$ cat src/aic_pkg.sv
// constants and types for the interface config register and command issue
// assumes an 8-bit microcontroller data bus with a 16-bit address space
package aic_pkg;
	localparam logic [15:0] CFG_ONE_ADDR   = 16'hF0D1;
	localparam logic [7:0]  CFG_ONE_RESET  = 8'h00;
	// bit positions inside interface_config_one
	localparam int          DEV_SEL_BIT    = 0;
	localparam int          NO_DATA_BIT    = 1;
	localparam int          GO_BIT         = 2;
	localparam int          AUTO_CMD_BIT   = 3;
	localparam int          DIR_BIT        = 4;
	localparam int          DRV_RST_BIT    = 5;
	localparam int          SOFT_RST_BIT   = 6;
	localparam int          PROTO_BIT      = 7;
	// command parameter slots 0 through 15
	localparam logic [3:0]  SLOT_FIRST     = 4'h0;
	localparam logic [3:0]  SLOT_LAST      = 4'hF;
	localparam logic [3:0]  SLOT_DEVHEAD   = 4'h6;
	localparam int          DEVHEAD_DEV_BIT = 4;
	localparam logic [31:0] COUNT_RESET    = 32'h0000_0000;
	localparam logic [7:0]  BYTE_ZERO      = 8'h00;

	// stored configuration, ordered as in the register
	typedef struct packed {
		logic protocol_select;
		logic soft_reset;
		logic drive_reset_assert;
		logic transfer_direction;
		logic auto_command;
		logic transfer_go;
		logic no_data_command;
		logic drive_select;
	} aic_cfg_type;

	// one write toward the storage device task file
	typedef struct packed {
		logic       strobe;
		logic [3:0] slot;
		logic [7:0] data;
	} aic_devwr_type;
endpackage

$ cat src/aic_cmd_seq.sv
// command issue sequencer: walks command parameter slots into the device
// assumes slot_data returns the addressed slot one cycle after slot_index
`timescale 1ns/1ps
module aic_cmd_seq (
	input  wire logic                  mclk,
	input  wire logic                  reset,
	input  wire logic                  ce,
	input  wire logic                  start,
	input  wire logic                  packet_mode,
	input  wire logic                  drive_select,
	input  wire logic [7:0]            slot_data,
	output logic      [3:0]            slot_index_ff,
	output aic_pkg::aic_devwr_type     devwr_ff,
	output logic                       busy_ff,
	output logic                       done_ff
);
	typedef enum logic [1:0] {AIC_IDLE, AIC_FETCH, AIC_LOAD} aic_seq_type;

	aic_seq_type            state_ff, nxt_state;
	logic                   pkt_ff, nxt_pkt;
	logic                   dsel_ff, nxt_dsel;
	logic [3:0]             nxt_index;
	aic_pkg::aic_devwr_type nxt_devwr;
	logic                   nxt_busy;
	logic                   nxt_done;

	// next state: fetch a slot, then load it, until slot 15 is loaded
	always_comb begin
		nxt_state = state_ff;
		nxt_pkt   = pkt_ff;
		nxt_dsel  = dsel_ff;
		nxt_index = slot_index_ff;
		nxt_devwr = '0;
		nxt_busy  = busy_ff;
		nxt_done  = 1'b0;
		case (state_ff)
			AIC_IDLE: begin
				if (start) begin
					nxt_state = AIC_FETCH;
					nxt_index = aic_pkg::SLOT_FIRST;
					nxt_pkt   = packet_mode;
					nxt_dsel  = drive_select;
					nxt_busy  = 1'b1;
				end
			end
			AIC_FETCH: begin
				nxt_state = AIC_LOAD;
			end
			AIC_LOAD: begin
				nxt_devwr.strobe = 1'b1;
				nxt_devwr.slot   = slot_index_ff;
				nxt_devwr.data   = slot_data;
				// packet command carries the chosen drive in the dev bit
				if (pkt_ff && slot_index_ff == aic_pkg::SLOT_DEVHEAD) begin
					nxt_devwr.data[aic_pkg::DEVHEAD_DEV_BIT] = dsel_ff;
				end
				if (slot_index_ff == aic_pkg::SLOT_LAST) begin
					nxt_state = AIC_IDLE;
					nxt_busy  = 1'b0;
					nxt_done  = 1'b1;
				end else begin
					nxt_state = AIC_FETCH;
					nxt_index = slot_index_ff + 4'h1;
				end
			end
			default: begin
				nxt_state = AIC_IDLE;
			end
		endcase
	end

	// registers; reset includes the engine soft reset from the parent
	always_ff @(posedge mclk) begin
		if (reset) begin
			state_ff      <= AIC_IDLE;
			pkt_ff        <= 1'b0;
			dsel_ff       <= 1'b0;
			slot_index_ff <= aic_pkg::SLOT_FIRST;
			devwr_ff      <= '0;
			busy_ff       <= 1'b0;
			done_ff       <= 1'b0;
		end else if (ce) begin
			state_ff      <= nxt_state;
			pkt_ff        <= nxt_pkt;
			dsel_ff       <= nxt_dsel;
			slot_index_ff <= nxt_index;
			devwr_ff      <= nxt_devwr;
			busy_ff       <= nxt_busy;
			done_ff       <= nxt_done;
		end
	end
endmodule // aic_cmd_seq

$ cat src/ata_interface_control.sv
// interface_config_one register and transfer launch for the drive bus engine
// assumes a single-cycle microcontroller xdata bus, synchronous to mclk
//
// Functional notes
// ATAPI auto command go writes drive select into the device/head dev bit.
// Go bit is written 1, lasts one clock, then clears itself.
// Go starts command sending when auto command set, else data transfer.
// Started transfer size comes from the 32-bit transfer byte count.
// Auto command loads slots 0 to 15 into the device after go.
// Soft reset write gives a one-clock internal pulse; bit reads 0 after.
// Soft reset clears state machines, FIFO pointers and data buffer.
// Soft reset never touches reset signalling toward the storage device.
// Protocol bit: clear is ATA, set is ATAPI; packet path only ATAPI.
// Drive reset assert bit holds storage reset pin active while set.
`timescale 1ns/1ps
module ata_interface_control (
	input  wire logic                  mclk,
	input  wire logic                  reset,
	input  wire logic                  ce,
	input  wire logic [15:0]           xaddr,
	input  wire logic [7:0]            xwdata,
	input  wire logic                  xwr,
	input  wire logic                  xrd,
	input  wire logic [31:0]           transfer_byte_count,
	input  wire logic [7:0]            slot_data,
	output logic      [7:0]            xrdata_ff,
	output aic_pkg::aic_cfg_type       cfg_ff,
	output logic                       storage_reset_pin_n_ff,
	output logic                       engine_reset_ff,
	output logic                       data_start_ff,
	output logic                       packet_cmd_ff,
	output logic      [31:0]           xfer_count_ff,
	output logic      [3:0]            slot_index_ff,
	output aic_pkg::aic_devwr_type     devwr_ff,
	output logic                       cmd_busy_ff,
	output logic                       cmd_done_ff
);
	aic_pkg::aic_cfg_type nxt_cfg;
	logic [7:0]           nxt_rdata;
	logic                 nxt_rst_n;
	logic                 nxt_data_start;
	logic                 nxt_packet;
	logic [31:0]          nxt_count;
	logic                 seq_reset;
	logic                 seq_start;

	// address decode shared by read and write paths
	function automatic logic hit(input logic [15:0] a);
		return a == aic_pkg::CFG_ONE_ADDR;
	endfunction

	// register writes and self-clearing strobes
	always_comb begin
		nxt_cfg = cfg_ff;
		nxt_cfg.transfer_go = 1'b0;
		nxt_cfg.soft_reset  = 1'b0;
		if (xwr && hit(xaddr)) begin
			nxt_cfg = aic_pkg::aic_cfg_type'(xwdata);
		end
		// a pending go is dropped by soft reset so nothing restarts
		if (cfg_ff.soft_reset) begin
			nxt_cfg.transfer_go = 1'b0;
		end
	end

	// read path: unmapped addresses return zero
	always_comb begin
		nxt_rdata = aic_pkg::BYTE_ZERO;
		if (xrd && hit(xaddr)) begin
			nxt_rdata = cfg_ff;
		end
	end

	// launch decisions, taken in the cycle the go bit is high
	always_comb begin
		nxt_data_start = 1'b0;
		nxt_packet     = 1'b0;
		nxt_count      = xfer_count_ff;
		if (cfg_ff.soft_reset) begin
			nxt_count = aic_pkg::COUNT_RESET;
		end else if (cfg_ff.transfer_go) begin
			nxt_count      = transfer_byte_count;
			nxt_data_start = !cfg_ff.auto_command;
			nxt_packet     = cfg_ff.auto_command
				&& cfg_ff.protocol_select;
		end
	end

	// drive reset follows only its own bit, never the soft reset
	always_comb begin
		nxt_rst_n = !cfg_ff.drive_reset_assert;
	end

	// soft reset acts on enabled edges only, so a frozen block stays put
	assign seq_reset = reset || (ce && cfg_ff.soft_reset);
	assign seq_start = cfg_ff.transfer_go && cfg_ff.auto_command;

	// register stage; every output except the u_seq ones (slot_index_ff, devwr_ff, cmd_busy_ff, cmd_done_ff) leaves from here
	always_ff @(posedge mclk) begin
		if (reset) begin
			cfg_ff                 <= aic_pkg::aic_cfg_type'(aic_pkg::CFG_ONE_RESET);
			xrdata_ff              <= aic_pkg::BYTE_ZERO;
			storage_reset_pin_n_ff <= 1'b1;
			engine_reset_ff        <= 1'b0;
			data_start_ff          <= 1'b0;
			packet_cmd_ff          <= 1'b0;
			xfer_count_ff          <= aic_pkg::COUNT_RESET;
		end else if (ce) begin
			cfg_ff                 <= nxt_cfg;
			xrdata_ff              <= nxt_rdata;
			storage_reset_pin_n_ff <= nxt_rst_n;
			engine_reset_ff        <= cfg_ff.soft_reset;
			data_start_ff          <= nxt_data_start;
			packet_cmd_ff          <= nxt_packet;
			xfer_count_ff          <= nxt_count;
		end
	end

	// slot walker; cut short by the engine soft reset
	aic_cmd_seq u_seq (
		.mclk          (mclk),
		.reset         (seq_reset),
		.ce            (ce),
		.start         (seq_start),
		.packet_mode   (cfg_ff.protocol_select),
		.drive_select  (cfg_ff.drive_select),
		.slot_data     (slot_data),
		.slot_index_ff (slot_index_ff),
		.devwr_ff      (devwr_ff),
		.busy_ff       (cmd_busy_ff),
		.done_ff       (cmd_done_ff)
	);

	// checks
	go_one_cycle_a: assert property (@(posedge mclk)
		disable iff (reset)
		ce && cfg_ff.transfer_go |=> !cfg_ff.transfer_go)
		else $error("go bit stayed high");

	soft_one_cycle_a: assert property (@(posedge mclk)
		disable iff (reset)
		ce && cfg_ff.soft_reset |=> !cfg_ff.soft_reset
		&& engine_reset_ff)
		else $error("soft reset not a single pulse");

	data_start_a: assert property (@(posedge mclk)
		disable iff (reset)
		ce && cfg_ff.transfer_go && !cfg_ff.auto_command
		&& !cfg_ff.soft_reset |=> data_start_ff)
		else $error("data transfer not started");

	cmd_start_a: assert property (@(posedge mclk)
		disable iff (reset)
		ce && cfg_ff.transfer_go && cfg_ff.auto_command
		&& !cfg_ff.soft_reset && !cmd_busy_ff
		|=> cmd_busy_ff && !data_start_ff)
		else $error("command issue not started");

	count_latch_a: assert property (@(posedge mclk)
		disable iff (reset)
		ce && cfg_ff.transfer_go && !cfg_ff.soft_reset
		|=> xfer_count_ff == $past(transfer_byte_count))
		else $error("byte count not taken");

	packet_mode_a: assert property (@(posedge mclk)
		disable iff (reset)
		packet_cmd_ff |-> $past(cfg_ff.protocol_select))
		else $error("packet path used in ata mode");

	// an auto go in packet protocol must raise the packet command
	packet_start_a: assert property (@(posedge mclk)
		disable iff (reset)
		ce && seq_start && cfg_ff.protocol_select && !cfg_ff.soft_reset
		|=> packet_cmd_ff)
		else $error("packet command not started");

	drive_reset_a: assert property (@(posedge mclk)
		disable iff (reset)
		ce && $past(ce) |-> storage_reset_pin_n_ff
		== !$past(cfg_ff.drive_reset_assert))
		else $error("storage reset pin wrong");

	soft_clear_a: assert property (@(posedge mclk)
		disable iff (reset)
		ce && cfg_ff.soft_reset |=> !cmd_busy_ff
		&& xfer_count_ff == aic_pkg::COUNT_RESET)
		else $error("soft reset left engine state");

	// walk timing: slot k leaves 3 + 2k edges after the go cycle;
	// a soft reset in flight cancels these checks instead of failing them
	first_slot_a: assert property (@(posedge mclk)
		disable iff (seq_reset)
		ce && seq_start && !cmd_busy_ff
		|-> ##3 devwr_ff.strobe && devwr_ff.slot == aic_pkg::SLOT_FIRST)
		else $error("first slot not loaded");

	slot_step_a: assert property (@(posedge mclk)
		disable iff (seq_reset)
		ce && devwr_ff.strobe && devwr_ff.slot != aic_pkg::SLOT_LAST
		|-> ##2 devwr_ff.strobe
		&& devwr_ff.slot == $past(devwr_ff.slot, 2) + 4'h1)
		else $error("slots skipped or out of order");

	dev_bit_a: assert property (@(posedge mclk)
		disable iff (seq_reset)
		ce && seq_start && cfg_ff.protocol_select && !cmd_busy_ff
		|-> ##15 devwr_ff.strobe
		&& devwr_ff.slot == aic_pkg::SLOT_DEVHEAD)
		else $error("device/head write missing");

	// the chosen drive lands in the dev bit of the device/head slot
	dev_value_a: assert property (@(posedge mclk)
		disable iff (seq_reset)
		ce && seq_start && cfg_ff.protocol_select && !cmd_busy_ff
		|-> ##15 devwr_ff.data[aic_pkg::DEVHEAD_DEV_BIT]
		== $past(cfg_ff.drive_select, 15))
		else $error("dev bit not taken from drive select");

	// plain protocol passes the device/head slot through untouched
	ata_dev_pass_a: assert property (@(posedge mclk)
		disable iff (seq_reset)
		ce && seq_start && !cfg_ff.protocol_select && !cmd_busy_ff
		|-> ##15 devwr_ff.data == $past(slot_data))
		else $error("device/head slot altered in ata mode");

	slot_walk_a: assert property (@(posedge mclk)
		disable iff (reset)
		cmd_done_ff |-> devwr_ff.strobe
		&& devwr_ff.slot == aic_pkg::SLOT_LAST)
		else $error("walk ended before last slot");

	go_cmd_c: cover property (@(posedge mclk) disable iff (reset)
		seq_start ##[1:40] cmd_done_ff);
	go_data_c: cover property (@(posedge mclk) disable iff (reset)
		data_start_ff);
	soft_mid_c: cover property (@(posedge mclk) disable iff (reset)
		cmd_busy_ff && cfg_ff.soft_reset);
	drive_rst_c: cover property (@(posedge mclk) disable iff (reset)
		!storage_reset_pin_n_ff);
endmodule // ata_interface_control

$ cat config.mk
export PLATFORM = sky130hd
export DESIGN_NAME = ata_interface_control
export DESIGN_NICKNAME = d
export VERILOG_FILES = /design/src/aic_pkg.sv /design/src/aic_cmd_seq.sv /design/src/ata_interface_control.sv
export SDC_FILE = /design/constraint.sdc
export NUM_CORES = 1
export LEC_CHECK = 0
export BUFFER_PORTS_ARGS = -buffer_cell sky130_fd_sc_hd__buf_2
export CORE_ASPECT_RATIO = 1.1
export CORE_MARGIN = 2
export CORE_UTILIZATION = 41
export DETAILED_ROUTE_END_ITERATION = 8
export GPL_ROUTABILITY_DRIVEN = 0
export PLACE_DENSITY = 0.84
export SYNTH_ARGS = -nofsm -noshare
export SYNTH_HDL_FRONTEND = slang
export SYNTH_SLANG_ARGS = --single-unit
$ cat constraint.sdc
create_clock -name mclk -period 1.6 [get_ports mclk]
set_clock_uncertainty 0.05 [all_clocks]
set_input_delay 0 -clock mclk [delete_from_list [all_inputs] [get_ports mclk]]
set_output_delay 0 -clock mclk [all_outputs]
set_load 0.05 [all_outputs]
==> results of run 1 <==
==> cells by family after synthesis <==
logic type                 count (synthesis)
muxes                                      4
buffers and inverters                     32
DFF                                       75
adders and majority gates                  2
xor gates and xnor gates                   2
and+or+nand+nor                          112
AOI/OAI and AO/OA                         83
==> repair_timing <==
item	CTS	global route
hold buffers	53	0
pin swaps	2	2
gates resized for setup	2	8
endpoints found under the hold margin	48	0
endpoints found under the setup margin	33	11
gates cloned	0	1
setup buffers	1	1
==> worst max-delay path, delay by kind of cell (launching register included) <==
family,cells,cell delay [ns]
AO/OA/AOI/OAI,2,0.29
AND/OR/NAND/NOR,2,0.82
flip-flops,1,0.42
==> layout make-up <==
cell class	count	area (um2)	area share, %
flip-flops and latches	75	1510	33.4
repair buffers	217	1430	31.5
multi-input cells	204	1240	27.5
clock buffers	11	141	3.12
well taps	82	103	2.26
clock inverters	5	85.1	1.88
inverters	5	18.8	0.414
==> power by group <==
group	leakage [uW]	total, uW	switching (uW)	internal, uW
clock network	0.000110	1630	705	930
registers	0.000607	1860	0.00144	1860
logic	0.00128	272	115	158
total	0.00200	3770	820	2950
==> synth_stat cells (3+ instances only) <==
library cell               count  area (um2)
sky130_fd_sc_hd__nand2_1      14        52.6
sky130_fd_sc_hd__mux2i_1       3        30.0
sky130_fd_sc_hd__and4_1        3        26.3
sky130_fd_sc_hd__nor3_1        4        20.0
sky130_fd_sc_hd__clkbuf_1     19        71.3
sky130_fd_sc_hd__nand4_1      10        62.6
sky130_fd_sc_hd__nor2_1       55         206
sky130_fd_sc_hd__dfxtp_1      75        1500
sky130_fd_sc_hd__a22oi_1      46         345
sky130_fd_sc_hd__o21ai_0      11        55.1
sky130_fd_sc_hd__inv_1         5        18.8
sky130_fd_sc_hd__a21oi_1      23         115
sky130_fd_sc_hd__nand3_1      10        50.1
sky130_fd_sc_hd__and3_1        3        18.8
==> path summary, 6_finish.rpt <==
path                       endpoint  slack, ns         start
min               u_seq.state_ff[1]       0.07            ce
min reg2reg            xrdata_ff[7]       0.42  xrdata_ff[7]
max          u_seq.slot_index_ff[1]      -0.04     cfg_ff[2]
max reg2reg  u_seq.slot_index_ff[1]      -0.04     cfg_ff[2]
==> per-stage QoR <==
step,std cells,area (um2),utilization [%]
5_1_grt,599,4530,68.3
4_1_cts,597,4480,67.6
3_3_place_gp,527,3700,55.8
6_report,599,4530,68.3
3_5_place_dp,527,3700,55.8
2_1_floorplan,310,2840,-
==> flip-flops by register name, indices dropped and copies added, names as in the netlist, 2 cells and up <==
| signal | cells |
|---|---|
| xfer_count_ff | 32 |
| u_seq.devwr_ff | 13 |
| cfg_ff | 8 |
| xrdata_ff | 8 |
| u_seq.slot_index_ff | 4 |
| u_seq.state_ff | 2 |
==> per-layer routing <==
metal  up-vias  wire [um]  part of all wire, %  track usage, %
met2       136       4900                   50            43.2
met3        26        656                  6.7            6.31
met1      1505       3910                   40            29.0
li1       1513          -                    -               -
met5         -          0                    0               0
met4         0        269                  2.8            11.3
==> run summary, run 1 <==
The tools report the number of buffers created by CTS as 9. The worst pin sits at a relative slew slack of 49.9%. The count of input and output buffers was 139. Leaving out fill and tap cells, the most frequent cells in the layout are 139 x sky130_fd_sc_hd__buf_2, 70 x sky130_fd_sc_hd__dfxtp_1, 55 x sky130_fd_sc_hd__nor2_1.

TritonCTS built the clock tree. The run gives 0 as the initial antenna violation count. Root buffer cell: sky130_fd_sc_hd__clkbuf_8. The die is 90.9 um tall. Counting instances, the worst hold path has a depth of 4. The initial cell density of the core is 42.4%, and the vias per cell is 5.31.

The final worst-path setup slack was -0.0431 ns; the buffer levels on the longest clock path was 2. The average instance in the mapped netlist occupies 9.07 um2. The tool flagged a number of max-cap violations equal to 0. The number of endpoints with negative hold slack in the final report is 0, and the post-detailed-placement half-perimeter wirelength is 5600 um.

Post-synthesis xor/xnor area fraction: 0.623%. The net count of the mapped netlist was 381; the complex-gate fraction of the synthesized area was 19.1%. The die is 83.0 um wide.

The maximum ir drop on the vdd rail was 0.526 mV; the data arrival time of the worst path was 1.87 ns. Prior to clock tree synthesis, the placed netlist has a worst setup slack of -0.173 ns. The run gives 0 as the count of antenna diodes in the layout. Startpoint type of the worst setup path: a register. The number of levels in the clock H-tree is 3, and the proportion of layout cells with a drive suffix above 1 is 38.5%. The synthesized design contains 75 register bits. After detailed routing, the number of remaining DRC violations is 0. For this run, the detailed router's first-pass iteration total came to 5.

The average routed wire per standard cell was 16.3 um; the final-layout fill cell count was 491. Setup repair after global routing could not meet its margin everywhere. Entering global routing, the biggest net connects 35 pins.

The largest family of logic cells by synthesized area is simple AND/OR/NAND/NOR gates. The logs give 0 for the number of nets still failing antenna checks after routing and 31 for the standard-cell row count. The top flip-flop cell by instance count after synthesis is sky130_fd_sc_hd__dfxtp_1.

The synthesized netlist devotes 19.4% of its cell area to simple gates. Total length of routed wires: 9740 um. In the final design database the tool counted 583 nets. Measured in cells, the most critical reg-to-reg path has a length of 4. Setup total negative slack on the finished layout was measured at -0.0431 ns. The area growth from synthesis to layout is 61.1%.

The combined global-route utilization of all metal layers came out at 25.0%. In this design, the stage delay of the slowest critical-path cell is 0.42 ns. The warning count from the yosys run was 0. For the pin with the worst max-slew slack, the measured transition is 0.751 ns. STA puts the critical path data required time at 1.82 ns. The tools report the category of the worst setup path capture point as a register. Power per cell area: 831 nW/um2. For the area of the mapped netlist, the log shows 2810 um2. The analysis attributes to cell leakage a power of 0.00200 uW. The number of slew-limit violations in the final report is 0. The tightest min-delay check is of the primary input to register type.

The maximum clock frequency is 609 MHz. In this run the standard cell core region covers 6630 um2. The signal on the critical path passes through a21oi_1 > or3_4 > or4_4 > a21oi_2. The largest individual stage delay along the critical path comes from the cell sky130_fd_sc_hd__dfxtp_2.

Total power for the finished layout comes to 3770 uW. The final period utilization was 103%; the number of sinks driven by the clock tree was 75. The worst path in the final design needs a cycle of 1.64 ns, including I/O delays and setup. The final reports fail on setup timing. After Yosys synthesis, full adders, half adders and majority gates account for 0.890% of the synthesized area. The number of synthesized flops with an enable pin was 0. The routed layout has 3180 vias. For the count of boundary I/O pins, the log shows 140. The run gives 3241 as the via count of the first global-routing pass. The fraction of synthesized area in multiplexers came out at 1.47%.

The most common cell after layout, fill and taps aside is sky130_fd_sc_hd__buf_2. In the synthesized netlist the async set-or-reset flop fraction comes to 0%. The run gives 310 as the number of instances in the synthesized netlist.

The first global-routing pass estimated 15400 um of wire. Yosys mapped the design onto 35 distinct sky130hd cell types. For the source-to-sink clock delay at the later pin of the worst-skew pair, the log shows 0.34 ns. For the starting DRC count in detailed routing, the log shows 204. For the total of endpoints with negative setup slack in the final report, the log shows 1. After clock tree synthesis, the clock-pin slew on the worst setup and hold paths is 0.07 ns. Along the worst path, the maximum fanout reaches 5. For this run the aggregate overflow at the end of global routing stands at 0. The final worst hold slack came out at 0.0664 ns. The run finished, with violations left. The floorplan step defined a die boundary enclosing 7540 um2.

Sequential cells were found to cover 53.4% of the synthesized design area. The worst setup path category was register to register.
(Power assumes the default switching activity.)
==> run 2, diff against run 1 <==
Settings changed: CAP_MARGIN set to 25, REMOVE_ABC_BUFFERS set to 1.
==> run 2 against run 1 <==
The run still ends with setup timing left. Combinational power is essentially flat. Routed wire length decreased by 0.58%. Cell area decreased by 2.6%. Via count fell by 0.82%. Power increased by 0.49%. First-iteration DRC count is 39% lower. Hold slack got worse by 0.057 ns. Cell count decreased by 1.0%. Non-clock buffer count is 5 lower. Flip-flop and latch count stayed put. Worst setup slack worse by 0.0055 ns. Critical endpoint unchanged. Highest routed layer unchanged.
==> run summary, run 2 (synthesis results as in run 1) <==
CTS built an H-tree with a depth of 3. The first global-routing pass estimated 15500 um of wire. The die is 83.0 um wide. The number of setup buffers added after CTS is 0. Pin placement for this block handled 140 I/O pins. At the worst endpoint, the required time is 1.84 ns.

The category of the worst setup path capture point was a register. The number of endpoints with negative hold slack in the final report is 0, and the proportion of layout cells with a drive suffix above 1 is 36.2%. The analysis attributes to cell leakage a power of 0.00198 uW.

The register with the highest flop count was xfer_count_ff. The final reports fail on setup timing. The tools report the worst setup path startpoint as u_seq.slot_index_ff[0]. Global routing finished with a remaining overflow of 0. The standard-cell row count came out at 31. Detailed placement ended at an HPWL of 5550 um. Internal power comes to 2910 uW. For the pin with the worst max-slew slack, the measured transition is 0.442 ns. The placed cell area came out at 3670 um2. TritonCTS built the clock tree. For the initial antenna violation count, the log shows 0.

After detailed routing, the wire length on met1 is 3570 um. The run gives 3177 as the via count of the first global-routing pass. The worst setup path category is register to register. For the net switching power figure, the log shows 875 uW.

Overall power consumption after layout is estimated at 3790 uW. The clock passes through at most 2 buffers. The tools report the count of antenna diodes in the layout as 0. The largest registers in the layout are xfer_count_ff (32), u_seq.devwr_ff (13).

The average routed wire per standard cell is 16.3 um, and the part of the total power dissipated in combinational logic is 7.1%. The tools report the number of instances in the placed design as 526. The flip-flop count of the largest register, all copies and words added is 32, and the area taken by flip-flops and latches is 1500 um2.

The area growth from synthesis to layout came out at 57.0%. In this run the critical register-to-register path is captured at u_seq.slot_index_ff[1]. In this run the worst path has a maximum fanout of 2. The sum of met2 wire segment lengths after detailed routing was 5020 um; the die span in y was 90.9 um. In this run switching power makes up 23.1% of total power.

The tools report the startpoint type of the worst setup path as a register. The logs give 42.4% for the initial cell density of the core and 125 for the starting DRC count in detailed routing. Worst min-delay path startpoint: ce. The number of sinks driven by the clock tree was 75.

At the end of the flow, the number of nets in the layout was 577. The top cell types in the final layout, fill and taps aside, are 139 x sky130_fd_sc_hd__buf_2, 74 x sky130_fd_sc_hd__dfxtp_1, 55 x sky130_fd_sc_hd__nor2_1. Of the total power, the clock network draws 43.6%. For this run, the number of standard cells in the final layout without fillers is 593. The number of slew-limit violations in the final report is 0, and the number of violations of the max-capacitance limit is 0.

The remaining routing DRC violations came out at 0. The start of the worst register-to-register path was u_seq.slot_index_ff[0]. The tightest min-delay check is of the primary input to register type.

Clock tree synthesis inserted a total of 9 buffers. The tools report the final worst-path setup slack as -0.0487 ns. Setup repair after global routing could not meet its margin everywhere. Summing all non-filler instances in the final layout gives an area of 4420 um2. Entering global routing, the biggest net connects 44 pins. After floorplanning, the core was sized to cover 6630 um2. The logs give 1 for the total of endpoints with negative setup slack in the final report and 66.6% for the post-layout utilization of the core.

The flow ran to the end, but the final reports show violations. The worst path in the final design needs a cycle of 1.65 ns, including I/O delays and setup. The multi-input combinational cells in the finished layout cover a total of 1180 um2. The tools report the root buffer cell as sky130_fd_sc_hd__clkbuf_8.

The number of cells traversed by the worst register-to-register path came out at 5. The tools report the sequential cell fraction of total power as 49.2%. For the met3 routed wirelength, the log shows 773 um.

Using the TritonRoute via totals, the vias-per-cell ratio works out to 5.32. The via count is 3154, and the final-layout fill cell count is 497. The critical path ends at u_seq.slot_index_ff[1]. Summed over all layers, the routed wires come to 9680 um. The worst path uses 103% of the clock period. The worst register-to-register path has a setup slack of -0.05 ns.

In this run the tightest slew margin relative to its limit is 70.1%. The full die area came out at 7540 um2. The combined global-route utilization of all metal layers came out at 25.7%. The maximum clock frequency is 607 MHz. For the data arrival time of the worst path, the log shows 1.89 ns.

The highest layer touched by signal routing is met4. The most common cell after layout, fill and taps aside was sky130_fd_sc_hd__buf_2. The worst-case IR drop observed on VDD is 0.579 mV. The power per cell area works out to 858 nW/um2. Once detail routing completed, the nets flagged for antenna violations numbered 0. The clock reaches the later pin of the worst-skew pair after 0.35 ns. The count of input and output buffers is 139, and the number of iterations in the first detailed-routing pass is 5. The clock-pin slew reported for the worst setup and hold paths after clock tree synthesis is 0.08 ns.
-- run 2: worst min-delay path by stage --
stage / end / slack (ns) / cells past startpoint
2_1_floorplan: cfg_ff[0] / 0.02 / 1
3_3_place_gp: u_seq.devwr_ff[0] / 0.19 / 3
3_5_place_dp: u_seq.devwr_ff[0] / 0.19 / 3
4_1_cts: engine_reset_ff / 0.003 / 3
5_1_grt: engine_reset_ff / 0.04 / 3
6_report: engine_reset_ff / 0.009 / 3
-- run 2: worst max-delay path, cell delays in order (launching register included) --
cell and delay, ns:
sky130_fd_sc_hd__dfxtp_2 0.33, sky130_fd_sc_hd__ha_2 0.18, sky130_fd_sc_hd__and4_1 0.16, sky130_fd_sc_hd__or3_4 0.33, sky130_fd_sc_hd__or4_1 0.41, sky130_fd_sc_hd__a21oi_1 0.13
-- run 2: power groups by stage --
stage | Sequential (uW) | Clock [uW] | Combinational [uW]
2_1_floorplan | 1910 | 0 | 31.9
3_3_place_gp | 1910 | 0 | 158
3_5_place_dp | 1910 | 0 | 162
4_1_cts | 1860 | 1670 | 259
5_1_grt | 1860 | 1760 | 288
6_report | 1860 | 1650 | 270
-- run 2: what timing repair did --
item | 4_1_cts | 5_1_grt
endpoints found under the setup margin | 1 | 3
pin swaps | 2 | 0
hold buffers | 51 | 0
gates resized for setup | 1 | 2
endpoints found under the hold margin | 52 | 0
-- run 2: metrics by stage --
stage	setup WS (ns)	hold slack (ns)	setup TNS, ns
after floorplan	-0.707	0.0191	-24.91
after global placement	-0.0970	0.187	-0.0970
after detailed placement	-0.113	0.190	-0.113
after CTS	-0.0479	0.00292	-0.0479
after global routing	-0.0810	0.0375	-0.0810
final	-0.0487	0.00922	-0.0487
-- run 2: area by class of cell --
class	count	share of cell area, %
sequential	75	34.0
multi-input combinational	203	26.8
clock buffer	9	2.81
tap	82	2.32
inverter	5	0.425
clock inverter	7	2.24
timing repair buffer	212	31.3
-- run 2: routing by layer --
layer	track usage (%)	up-vias
met5	0	-
met4	13.8	0
met3	5.21	25
met2	45.7	177
met1	28.7	1455
li1	-	1497
